**src/logic/rsc_cfg.svh**
```systemverilog
// constants of the reset source control block: offsets, fields, codes
// assumes: included by bare name from the package and the modules
`ifndef RSC_CFG_SVH
`define RSC_CFG_SVH

// register indices; byte address is four times the index
`define RSC_IDX_W          12
`define RSC_IDX_FLAGS      12'hfcc
`define RSC_IDX_CFG        12'hfde
`define RSC_IDX_KEY        12'hfdf
`define RSC_IDX_IRQ_STAT   12'hfe0
`define RSC_IDX_IRQ_MASK   12'hfe1

// commit key codes
`define RSC_KEY_PIN_DIS    8'hb2
`define RSC_KEY_AREA_VEC   8'hd4
`define RSC_KEY_FLAG_CLR   8'h71

// field positions
`define RSC_CFG_DIS_BIT    0
`define RSC_CFG_AREA_BIT   1
`define RSC_CFG_VEC_BIT    2
`define RSC_CFG_W          3
`define RSC_FLAG_CLR_BIT   7
`define RSC_FLAG_W         7
`define RSC_FLAG_WDT       0
`define RSC_FLAG_CLK       1
`define RSC_FLAG_LVD1      2
`define RSC_FLAG_LVD2      3
`define RSC_FLAG_TRIM      4
`define RSC_FLAG_TRIM_ST   5
`define RSC_FLAG_FLASH     6

// reset values
`define RSC_CFG_RST        3'h0
`define RSC_FLAG_RST       7'h00
`define RSC_MASK_RST       7'h00

// synchroniser width and idle levels (pin reset idles high)
`define RSC_SYNC_W         8
`define RSC_SYNC_IDLE      8'h80

`endif

```
**src/logic/rsc_pkg.sv**
```systemverilog
// types of the reset source control block
// assumes: rsc_cfg.svh on the include path
`default_nettype none
`include "rsc_cfg.svh"

package rsc_pkg;

   // action selected by a write to the commit key
   typedef enum logic [1:0] {
      RSC_KEY_NONE,
      RSC_KEY_DIS,
      RSC_KEY_AREA,
      RSC_KEY_CLR
   } rsc_key_e;

   // complete state of the block
   typedef struct packed {
      logic [`RSC_CFG_W-1:0]  cfg;       // written, uncommitted settings
      logic [`RSC_CFG_W-1:0]  committed; // shadow that steers the logic
      logic                   clear_req; // written flag clear request
      logic [`RSC_FLAG_W-1:0] flags;     // reset cause flags
      logic [`RSC_FLAG_W-1:0] irq_stat;  // sticky event bits
      logic [`RSC_FLAG_W-1:0] irq_mask;  // interrupt enables
      logic                   rst_out;   // system reset asserted
   } rsc_state_s;

endpackage : rsc_pkg
`default_nettype wire

```
**src/logic/rsc_top.sv**
```systemverilog
// reset source control: gathers reset sources, keeps cause flags,
// gates the external reset pin through a key-committed setting
// assumes: resetn is the power-on reset; sources are asynchronous
//
// Register access over APB was decided locally.
`default_nettype none
`include "rsc_cfg.svh"

module rsc_top
   import rsc_pkg::*;
(
   input  wire logic                    core_clk,
   input  wire logic                    resetn,
   input  wire logic                    ext_reset_pin_n,
   input  wire logic                    wdt_reset_req,
   input  wire logic                    clk_fault_reset_req,
   input  wire logic                    lvd1_reset_req,
   input  wire logic                    lvd2_reset_req,
   input  wire logic                    trim_fault_reset_req,
   input  wire logic                    flash_standby_reset_req,
   input  wire logic                    trim_abnormal,
   input  wire logic                    psel,
   input  wire logic                    penable,
   input  wire logic                    pwrite,
   input  wire logic [`RSC_IDX_W+1:0]   paddr,
   input  wire logic [31:0]             pwdata,
   input  wire logic [3:0]              pstrb,
   output logic                         pready,
   output logic      [31:0]             prdata,
   output logic                         pslverr,
   output logic                         sys_reset_n,
   output logic                         ext_reset_disable_committed,
   output logic                         reserved_area_ctrl_committed,
   output logic                         reserved_vector_ctrl_committed,
   output logic                         irq
);

   // ************************************
   // declarations
   // ************************************
   rsc_state_s                s;
   rsc_state_s                next_s;
   logic [`RSC_SYNC_W-1:0]    raw_in;
   logic [`RSC_SYNC_W-1:0]    syn;
   logic [`RSC_IDX_W-1:0]     reg_idx;
   logic                      reg_wr;
   logic [7:0]                reg_wdata;
   logic [31:0]               rd_data;
   logic                      rd_hit;
   logic [`RSC_FLAG_W-1:0]    set_vec;
   logic                      int_any;
   logic                      pin_rst;
   logic                      rst_any;
   rsc_key_e                  key_act;

   // ************************************
   // functions
   // ************************************

   // key byte to commit action; unknown codes do nothing
   function automatic rsc_key_e key_decode(input logic wr, input logic [7:0] d);
      rsc_key_e k;
      k = RSC_KEY_NONE;
      if (wr) begin
         case (d)
            `RSC_KEY_PIN_DIS:  k = RSC_KEY_DIS;
            `RSC_KEY_AREA_VEC: k = RSC_KEY_AREA;
            `RSC_KEY_FLAG_CLR: k = RSC_KEY_CLR;
            default:           k = RSC_KEY_NONE;
         endcase
      end
      return k;
   endfunction : key_decode

   // write strobe for one register index
   function automatic logic wr_to(input logic wr, input logic [`RSC_IDX_W-1:0] i,
                                  input logic [`RSC_IDX_W-1:0] t);
      return wr && (i == t);
   endfunction : wr_to

   // read view of a register; unmapped reads give zero
   function automatic logic [32:0] rd_view(input logic [`RSC_IDX_W-1:0] i,
                                           input rsc_state_s st);
      logic [32:0] r;
      r = {1'b0, 32'h0000_0000};
      case (i)
         `RSC_IDX_FLAGS:    r = {1'b1, 25'h0, st.flags};
         `RSC_IDX_CFG:      r = {1'b1, 29'h0, st.cfg};
         `RSC_IDX_KEY:      r = {1'b1, 29'h0, st.committed};
         `RSC_IDX_IRQ_STAT: r = {1'b1, 25'h0, st.irq_stat};
         `RSC_IDX_IRQ_MASK: r = {1'b1, 25'h0, st.irq_mask};
         default:           r = {1'b0, 32'h0000_0000};
      endcase
      return r;
   endfunction : rd_view

   // ************************************
   // input synchronisers
   // ************************************
   assign raw_in = {ext_reset_pin_n, trim_abnormal, flash_standby_reset_req,
                    trim_fault_reset_req, lvd2_reset_req, lvd1_reset_req,
                    clk_fault_reset_req, wdt_reset_req};

   rsc_sync #(
      .W    (`RSC_SYNC_W),
      .IDLE (`RSC_SYNC_IDLE)
   ) u_sync (
      .core_clk (core_clk),
      .resetn   (resetn),
      .din      (raw_in),
      .dout     (syn)
   );

   // ************************************
   // apb front end
   // ************************************
   assign {rd_hit, rd_data} = rd_view(reg_idx, s);

   rsc_apb_slave u_apb (
      .core_clk  (core_clk),
      .resetn    (resetn),
      .psel      (psel),
      .penable   (penable),
      .pwrite    (pwrite),
      .paddr     (paddr),
      .pwdata    (pwdata),
      .pstrb     (pstrb),
      .pready    (pready),
      .prdata    (prdata),
      .pslverr   (pslverr),
      .reg_idx   (reg_idx),
      .reg_wr    (reg_wr),
      .reg_wdata (reg_wdata),
      .rd_data   (rd_data),
      .rd_hit    (rd_hit)
   );

   // ************************************
   // reset sources
   // ************************************

   // flag set vector in cause register layout
   assign set_vec = {syn[5], syn[6], syn[4], syn[3], syn[2], syn[1], syn[0]};
   assign int_any = |syn[5:0];
   assign pin_rst = !syn[7] && !s.committed[`RSC_CFG_DIS_BIT];
   assign rst_any = int_any || pin_rst;
   assign key_act = key_decode(wr_to(reg_wr, reg_idx, `RSC_IDX_KEY), reg_wdata);

   // ************************************
   // next state
   // ************************************
   always_comb begin
      next_s = s;
      // written settings
      if (wr_to(reg_wr, reg_idx, `RSC_IDX_CFG)) begin
         next_s.cfg = reg_wdata[`RSC_CFG_W-1:0];
      end
      if (wr_to(reg_wr, reg_idx, `RSC_IDX_FLAGS)) begin
         next_s.clear_req = reg_wdata[`RSC_FLAG_CLR_BIT];
      end
      // key actions: commits into the shadow, or the requested flag clear
      case (key_act)
         RSC_KEY_DIS: begin
            next_s.committed[`RSC_CFG_DIS_BIT] = s.cfg[`RSC_CFG_DIS_BIT];
         end
         RSC_KEY_AREA: begin
            next_s.committed[`RSC_CFG_VEC_BIT:`RSC_CFG_AREA_BIT] =
               s.cfg[`RSC_CFG_VEC_BIT:`RSC_CFG_AREA_BIT];
         end
         RSC_KEY_CLR: begin
            if (s.clear_req) begin
               next_s.flags     = `RSC_FLAG_RST;
               next_s.clear_req = 1'b0;
            end
         end
         default: begin
         end
      endcase
      // pin reset clears flags, internal resets do not
      if (pin_rst) begin
         next_s.flags = `RSC_FLAG_RST;
      end
      // setting a flag wins over any clear
      next_s.flags = next_s.flags | set_vec;
      // any pin or internal reset drops the written values, never the shadow
      if (rst_any) begin
         next_s.cfg       = `RSC_CFG_RST;
         next_s.clear_req = 1'b0;
      end
      // interrupt status: write one to clear, new flags set
      if (wr_to(reg_wr, reg_idx, `RSC_IDX_IRQ_STAT)) begin
         next_s.irq_stat = s.irq_stat & ~reg_wdata[`RSC_FLAG_W-1:0];
      end
      next_s.irq_stat = next_s.irq_stat | (set_vec & ~s.flags);
      if (wr_to(reg_wr, reg_idx, `RSC_IDX_IRQ_MASK)) begin
         next_s.irq_mask = reg_wdata[`RSC_FLAG_W-1:0];
      end
      next_s.rst_out = rst_any;
   end

   // ************************************
   // state register; power-on clears all but rst_out, which it sets
   // ************************************
   always_ff @(posedge core_clk) begin
      if (!resetn) begin
         s <= '{cfg: `RSC_CFG_RST, committed: `RSC_CFG_RST, clear_req: 1'b0,
                flags: `RSC_FLAG_RST, irq_stat: `RSC_FLAG_RST,
                irq_mask: `RSC_MASK_RST, rst_out: 1'b1};
      end else begin
         s <= next_s;
      end
   end

   // ************************************
   // outputs
   // ************************************
   assign sys_reset_n                    = !s.rst_out;
   assign ext_reset_disable_committed    = s.committed[`RSC_CFG_DIS_BIT];
   assign reserved_area_ctrl_committed   = s.committed[`RSC_CFG_AREA_BIT];
   assign reserved_vector_ctrl_committed = s.committed[`RSC_CFG_VEC_BIT];
   assign irq                            = |(s.irq_stat & s.irq_mask);
endmodule : rsc_top
`default_nettype wire

```
**src/logic/rsc_sync.sv**
```systemverilog
// two flip-flop synchroniser for asynchronous pins and fault requests
// assumes: one clock; idle value loaded on power-on reset
`default_nettype none
`include "rsc_cfg.svh"

module rsc_sync
   import rsc_pkg::*;
#(
   parameter int                  W    = 1,
   parameter logic [W-1:0]        IDLE = '0
) (
   input  wire logic          core_clk,
   input  wire logic          resetn,
   input  wire logic [W-1:0]  din,
   output logic      [W-1:0]  dout
);

   logic [W-1:0] meta;

   // ************************************
   // two stages, first read only by second
   // ************************************
   always_ff @(posedge core_clk) begin
      if (!resetn) begin
         meta <= IDLE;
         dout <= IDLE;
      end else begin
         meta <= din;
         dout <= meta;
      end
   end

endmodule : rsc_sync
`default_nettype wire

```
**src/logic/rsc_apb_slave.sv**
```systemverilog
// apb slave front end: decodes phases, registers read data and errors
// assumes: core gives read data and hit combinationally from the index
`default_nettype none
`include "rsc_cfg.svh"

module rsc_apb_slave
   import rsc_pkg::*;
(
   input  wire logic                    core_clk,
   input  wire logic                    resetn,
   input  wire logic                    psel,
   input  wire logic                    penable,
   input  wire logic                    pwrite,
   input  wire logic [`RSC_IDX_W+1:0]   paddr,
   input  wire logic [31:0]             pwdata,
   input  wire logic [3:0]              pstrb,
   output logic                         pready,
   output logic      [31:0]             prdata,
   output logic                         pslverr,
   output logic      [`RSC_IDX_W-1:0]   reg_idx,
   output logic                         reg_wr,
   output logic      [7:0]              reg_wdata,
   input  wire logic [31:0]             rd_data,
   input  wire logic                    rd_hit
);

   logic setup;
   logic hit_ok;

   // ************************************
   // decode
   // ************************************
   assign reg_idx   = paddr[`RSC_IDX_W+1:2];
   assign hit_ok    = rd_hit && (paddr[1:0] == 2'h0);
   assign setup     = psel && !penable;
   assign pready    = 1'b1; // no wait states
   assign reg_wr    = psel && penable && pwrite && pstrb[0] && !pslverr;
   assign reg_wdata = pwdata[7:0];

   // read data and error captured in setup, shown in access
   always_ff @(posedge core_clk) begin
      if (!resetn) begin
         prdata  <= 32'h0000_0000;
         pslverr <= 1'b0;
      end else if (setup) begin
         prdata  <= (hit_ok && !pwrite) ? rd_data : 32'h0000_0000;
         pslverr <= !hit_ok;
      end
   end

endmodule : rsc_apb_slave
`default_nettype wire

```
**config.mk**
```make
export PLATFORM = sky130hd
export DESIGN_NAME = rsc_top
export DESIGN_NICKNAME = d
export VERILOG_FILES = /design/src/logic/rsc_pkg.sv /design/src/logic/rsc_top.sv /design/src/logic/rsc_sync.sv /design/src/logic/rsc_apb_slave.sv
export VERILOG_INCLUDE_DIRS = /design/src /design/src/logic
export SDC_FILE = /design/constraint.sdc
export NUM_CORES = 1
export LEC_CHECK = 0
export BUFFER_PORTS_ARGS = -buffer_cell sky130_fd_sc_hd__buf_2
export CAP_MARGIN = 30
export CORE_MARGIN = 2
export CORE_UTILIZATION = 48
export DETAILED_ROUTE_END_ITERATION = 8
export PLACE_DENSITY = 0.8
export SYNTH_ARGS = -nofsm -noshare
export SYNTH_HDL_FRONTEND = slang
export SYNTH_SLANG_ARGS = --single-unit
```
**constraint.sdc**
```tcl
create_clock -name core_clk -period 2 [get_ports core_clk]
set_clock_uncertainty 0.1 [all_clocks]
set_input_delay 0.1 -clock core_clk [delete_from_list [all_inputs] [get_ports core_clk]]
set_output_delay 0.1 -clock core_clk [all_outputs]
set_load 0.1 [all_outputs]
```
* Word-level counts from Yosys, hierarchy flattened
Index checks and enable logic that the tools add are counted.
** Operators by class
- Eq/ne operators :: 11
- Reduce and logical (&&, ||, !) cells :: 25
- Multiplexer cells :: 9
- Bitwise gates (word level) :: 8
** Operator list (number)
- $pmux 33 s5 :: 1
- $eq 12x12->1 const B :: 5
- $mux 32 :: 1
- $and 7x7->7 :: 3
- $eq 8x8->1 const B :: 2
- $mux 8 :: 2
- $mux 7 :: 2
- $not 7->7 :: 2
- $or 7x7->7 :: 2
- $logic_and 1x1->1 :: 13
- $eq 8x7->1 const B :: 1
- $logic_not 1->1 :: 7
- $reduce_or 7->1 :: 1
- $pmux 2 s3 :: 1
- $reduce_or 6->1 :: 1
- $eq 2x2->1 const B :: 2
- $eq 2x1->1 const B :: 1
- $logic_not 2->1 :: 1
- $mux 2 :: 1
- $reduce_or 2->1 :: 1
- $logic_or 1x1->1 :: 1
- $mux 1 :: 1
- $not 1->1 :: 1
** Word-level totals
- Word-level logic and storage cells :: 65
- Output and inout bits :: 39
- Bits in registers :: 78

* Logic depth before layout (Yosys ltp)
- Word-level depth :: 10
- Mapped depth :: 7
- Mapped depth without buffers :: 5

* Hierarchy
Synthesis repeated with hierarchy kept, for this count alone.
** Unflattened totals
- Cell total of the unflattened synthesis :: 358
- Area total of the unflattened synthesis :: 3508.4 µm²
** By module, submodules not included
- rsc_top :: sequential area each 580.6 µm², area an instance 1589.0 µm², cells each 185, instances 1
- rsc_apb_slave :: sequential area each 660.6 µm², area an instance 1475.2 µm², cells each 140, instances 1
- rsc_sync :: sequential area each 320.3 µm², area an instance 444.2 µm², cells each 33, instances 1

* Worst setup path before layout
Ideal clock, no wire load.
- Path kind :: reg2reg
- Start :: register u_apb.pslverr
- End :: register s[1] in the netlist's numbering
- Buffers on the path :: 0
- Stages on the path, launching flop included :: 5
- Path slack :: 0.052 ns
- Arrival time :: 1.721 ns
- Cells stage by stage :: dfxtp_1 nor4_2 nand4_2 mux2i_1 nor2_1
** Between the ends
- Word-level cells in the longest chain between the ends :: 3
** RTL lines
- from (decl) :: RTL line rsc_apb_slave.sv:19 : output logic pslverr,
- from (signal assigned) :: RTL line rsc_apb_slave.sv:47 : pslverr <= !hit_ok;
- $logic_not 1->1 :: RTL line rsc_apb_slave.sv:37 : assign reg_wr = psel && penable && pwrite && pstrb[0] && !pslverr;
- $logic_and 1x1->1 :: RTL line rsc_apb_slave.sv:37
- $logic_and 1x1->1 :: RTL line rsc_top.sv:78 : return wr && (i == t);
- to (signal assigned) :: RTL line rsc_top.sv:206 : s <= '{cfg: `RSC_CFG_RST, committed: `RSC_CFG_RST, clear_req: 1'b0,
- to (signal assigned) :: RTL line rsc_top.sv:210 : s <= next_s;
- to (decl) :: RTL line rsc_top.sv:41 : rsc_state_s s;
No other way between the ends.
A chain may end at the register's enable or synchronous reset.

* Worst setup path in the final report
- Start :: input port pwdata[3]
- End :: register s[20] in the netlist's numbering
** Between the ends
- Word-level cells in the longest chain between the ends :: 7
- Elaborated cells between the ends (all ways) :: 9
- Those cells by class :: eq/ne (4); mux (4); bitwise (1)
** RTL lines
- from (decl) :: RTL line rsc_top.sv:26 : input wire logic [31:0] pwdata,
- $eq 8x7->1 / $eq 8x8->1 (equally long branches) :: RTL line rsc_top.sv:65 : case (d)
- $pmux 2 s3 * :: RTL line rsc_top.sv:65
- $mux 2 * :: RTL line rsc_top.sv:64 : if (wr) begin
- $eq 2x2->1 * :: RTL line rsc_top.sv:162 : case (key_act)
- $mux 8 * :: RTL line rsc_top.sv:162
- $mux 7 * :: RTL line rsc_top.sv:180 : if (pin_rst) begin
- $or 7x7->7 * :: RTL line rsc_top.sv:184 : next_s.flags = next_s.flags | set_vec;
Every way passes the cells marked *; elsewhere a longest branch is shown, timed or not.

==> reports/metrics.csv <==
stage;metric;value;unit
routing;total number of vias;2045;
layout;layout cells sized above 1;0.2393;
clock_network;Num CTS Buffers;5;
worst_setup_path;reg2reg start;u_apb.pslverr;
run;Max-cap violations;0;
layout;fin util;0.5814;
routing;DR WL/cell;13.17;um
clock_network;number of buffers inserted by post-CTS setup repair;0;
clock_network;clk sinks;53;
synth;Mean Syn Cell Area;9.552;sq um
floorplanning;die area;5765;sq um
synth;Yosys top cell area share;0.4272;
global_routing;grt peak-use layer;met2;
hold_path;Hold Crit Endpoint;u_apb.pslverr;
pwr;P_leak;1.335;nW
timing;setup TNS;0;ns
routing;1st-iter DRT viols;178;
timing;pins over their slew limit;0;
worst_setup_path;reg-to-reg slack, setup;0.28;ns
floorplanning;Die Height;75.93;um
timing;Worst Tran Pin Value;0.5111;ns
worst_setup_path;Reg-to-Reg End;s[2];
placement;Port Buf Inserts;48;
timing;Final setup viols;0;
clock_network;clk root buf;clkbuf_8;
global_routing;initial antenna violation count;0;
global_routing;largest net degree at the start of global routing;32;
synth;Synth Register Bits;53;
global_routing;Total GRT Usage;0.1826;
worst_setup_path;Req. time, crit path;2.10;ns
clock_network;Clock Path Buffers;2;
synth;Commonest cells post-synth;dfxtp_1 (53), buf_4 (26), mux2i_1 (16);
floorplanning;Die X;75.93;um
run_status;outcome;finished, final reports clean;
synth;Area contributors post-synth;dfxtp_1 (43%), buf_4 (7.9%), mux2i_1 (6.4%);
synth;area leader, netlist;dfxtp_1;
global_routing;GRT met1 Usage;0.2281;
routing;# DRC;0;
hold_path;Tightest Hold Check Type;input port to flop;
timing;RSZ-0062 raised after global routing;no;
layout;multi-input logic area;1245;sq um
routing;final WL;5.217;mm
synth;Cells after Synth;260;
clock_network;CTS tree;done;
synth;top_reg_cell synth;dfxtp_1;
timing;fin crit period;1.894;ns
synth;number of synthesized flops with an enable pin;0;
synth;Async SR Flop Fraction;0;
floorplanning;boundary pin count;102;
clock_network;worst skew pair latency;0.31;ns
placement;GP Congestion;0.8956;
synth;Ys Warns;0;
global_routing;grt met2 use;0.3152;
timing;Max-slew headroom;0.6567;
floorplanning;Starting Density;0.4926;
worst_setup_path;CP arrival;1.99;ns
synth;synth unique cells;48;
timing;highest clock rate;528.0;MHz
routing;number of detailed-route iterations in the first pass;4;
worst_setup_path;Worst setup EP type;flop;
global_routing;met3 GRT Util;0.04167;
worst_setup_path;r2r worst-path depth;4;
layout;Layout Nets;388;
layout;Seq. cell area;1061;sq um
worst_setup_path;crit start category;input port;
clock_network;Reg clk slew, reported paths;0.10;ns
routing;post-route antenna net violation count;0;
worst_setup_path;Critical Path Start;pwdata[3];
pwr;peak supply drop;0.3923;mV
global_routing;gr ovfl total;0;
synth;register area share after synthesis;0.4272;
layout;number of diodes;0;
pwr;Pwr Density;723.9;nW/um^2
timing;final worst-path cycle share;0.9469;
routing;Via density;5.164;
global_routing;first-pass GRT wire length;8.514;mm
clock_network;H-tree depth;2;
floorplanning;core area;5042;sq um
worst_setup_path;crit path kind;input port to flop;
layout;Syn-to-layout area delta;18.04;%
synth;Mapped Area;2484;sq um
synth;most instantiated library cell after synthesis;dfxtp_1;
hold_path;hold path depth;3;
floorplanning;Cell Rows;26;
timing;endpoints failing hold;0;
layout;fill cell count;460;
worst_setup_path;worst-path fanout max;8;
placement;DP HPWL;3.826;mm
global_routing;number of global-route vias before repair;1898;
hold_path;Worst Hold Launch;paddr[0];
==> what timing repair did <==
action | in CTS | in global routing
hold buffers | 14 | 0
resized for setup | 0 | 0
hold endpoints to repair | 14 | 0
==> final cells by class <==
cell class                 instances  area share
multi-input combinational        188      0.4247
sequential                        53      0.3619
timing repair buffer              66      0.1400
tap                               70     0.02988
clock buffer                       5     0.02347
inverter                          11     0.01408
clock inverter                     3    0.005975
==> per-stage QoR <==
step | power [mW] | setup slack (ns) | hold WS, ns | cell area [sq um] | cells
3_3_place_gp | 1.520 | 0.3349 | 0.1823 | 2705 | 374
3_5_place_dp | 1.524 | 0.3008 | 0.1843 | 2705 | 374
5_1_grt | 2.208 | 0.06348 | 0.02283 | 2932 | 396
6_report | 2.122 | 0.1062 | 0.004629 | 2932 | 396
2_1_floorplan | 1.486 | 0.05176 | 0.1015 | 2574 | 284
4_1_cts | 2.131 | 0.1187 | 0.0006723 | 2932 | 396
==> registers in the layout (all words and copies together), names as in the netlist <==
register / flops
u_apb.pslverr: 1
u_apb.prdata: 7
s: 26
ext_reset_disable_committed: 1
u_sync.meta: 8
reserved_area_ctrl_committed: 1
reserved_vector_ctrl_committed: 1
u_sync.dout: 8
==> placed cells by master (no fill, tap or decap), types with 2 or more instances in the layout <==
cell / instances
dfxtp_1: 53
buf_2: 48
conb_1: 26
mux2i_1: 16
nor2_1: 15
nand2_1: 14
and2_1: 14
dlygate4sd3_1: 14
a32o_1: 11
a22oi_1: 10
o21ai_0: 10
inv_1: 9
nand2b_1: 9
a21oi_1: 9
nand3_1: 8
o21ai_1: 7
clkbuf_8: 5
buf_4: 4
o22ai_1: 3
nand4_2: 2
nand4_1: 2
nor4_2: 2
inv_2: 2
nor4_1: 2
nand2_2: 2
nand3b_1: 2
nor2b_1: 2
nor3_1: 2
clkinv_2: 2
==> worst max-delay path: stages <==
cell	delay, ns
dlygate4sd3_1	0.53
buf_2	0.13
nor2b_1	0.27
nor4b_2	0.31
and2_4	0.21
nand4_4	0.14
a32o_1	0.29
==> where the power goes <==
part	switching, mW	internal [mW]
Combinational	0.324	0.0891
Sequential	0.0230	1.09
Clock	0.355	0.242
==> layer usage <==
metal | wire length, um | vias up
met3 | 359 | 11
li1 | - | 1001
met2 | 2554 | 85
met4 | 88 | 0
met1 | 2216 | 948
met5 | 0 | -
==> cell families after synthesis <==
family / after synthesis / synth area share
AND/OR/NAND/NOR: 93 / 0.2524
buffers and inverters: 43 / 0.1078
flip-flops: 53 / 0.4272
multiplexers: 16 / 0.06448
AO/OA/AOI/OAI: 53 / 0.1451
other: 2 / 0.003024
==> worst max path at each step <==
| stage | endpoint | slack (ns) | depth (start not counted) |
|---|---|---|---|
| final | s[20] | 0.11 | 7 |
| after global routing | s[20] | 0.06 | 7 |
| after CTS | s[20] | 0.12 | 7 |
| after detailed placement | s[5] | 0.30 | 4 |
| after global placement | s[2] | 0.33 | 4 |
| after floorplan | s[1] | 0.05 | 4 |
No activity file was read; power rests on OpenSTA's default activity.
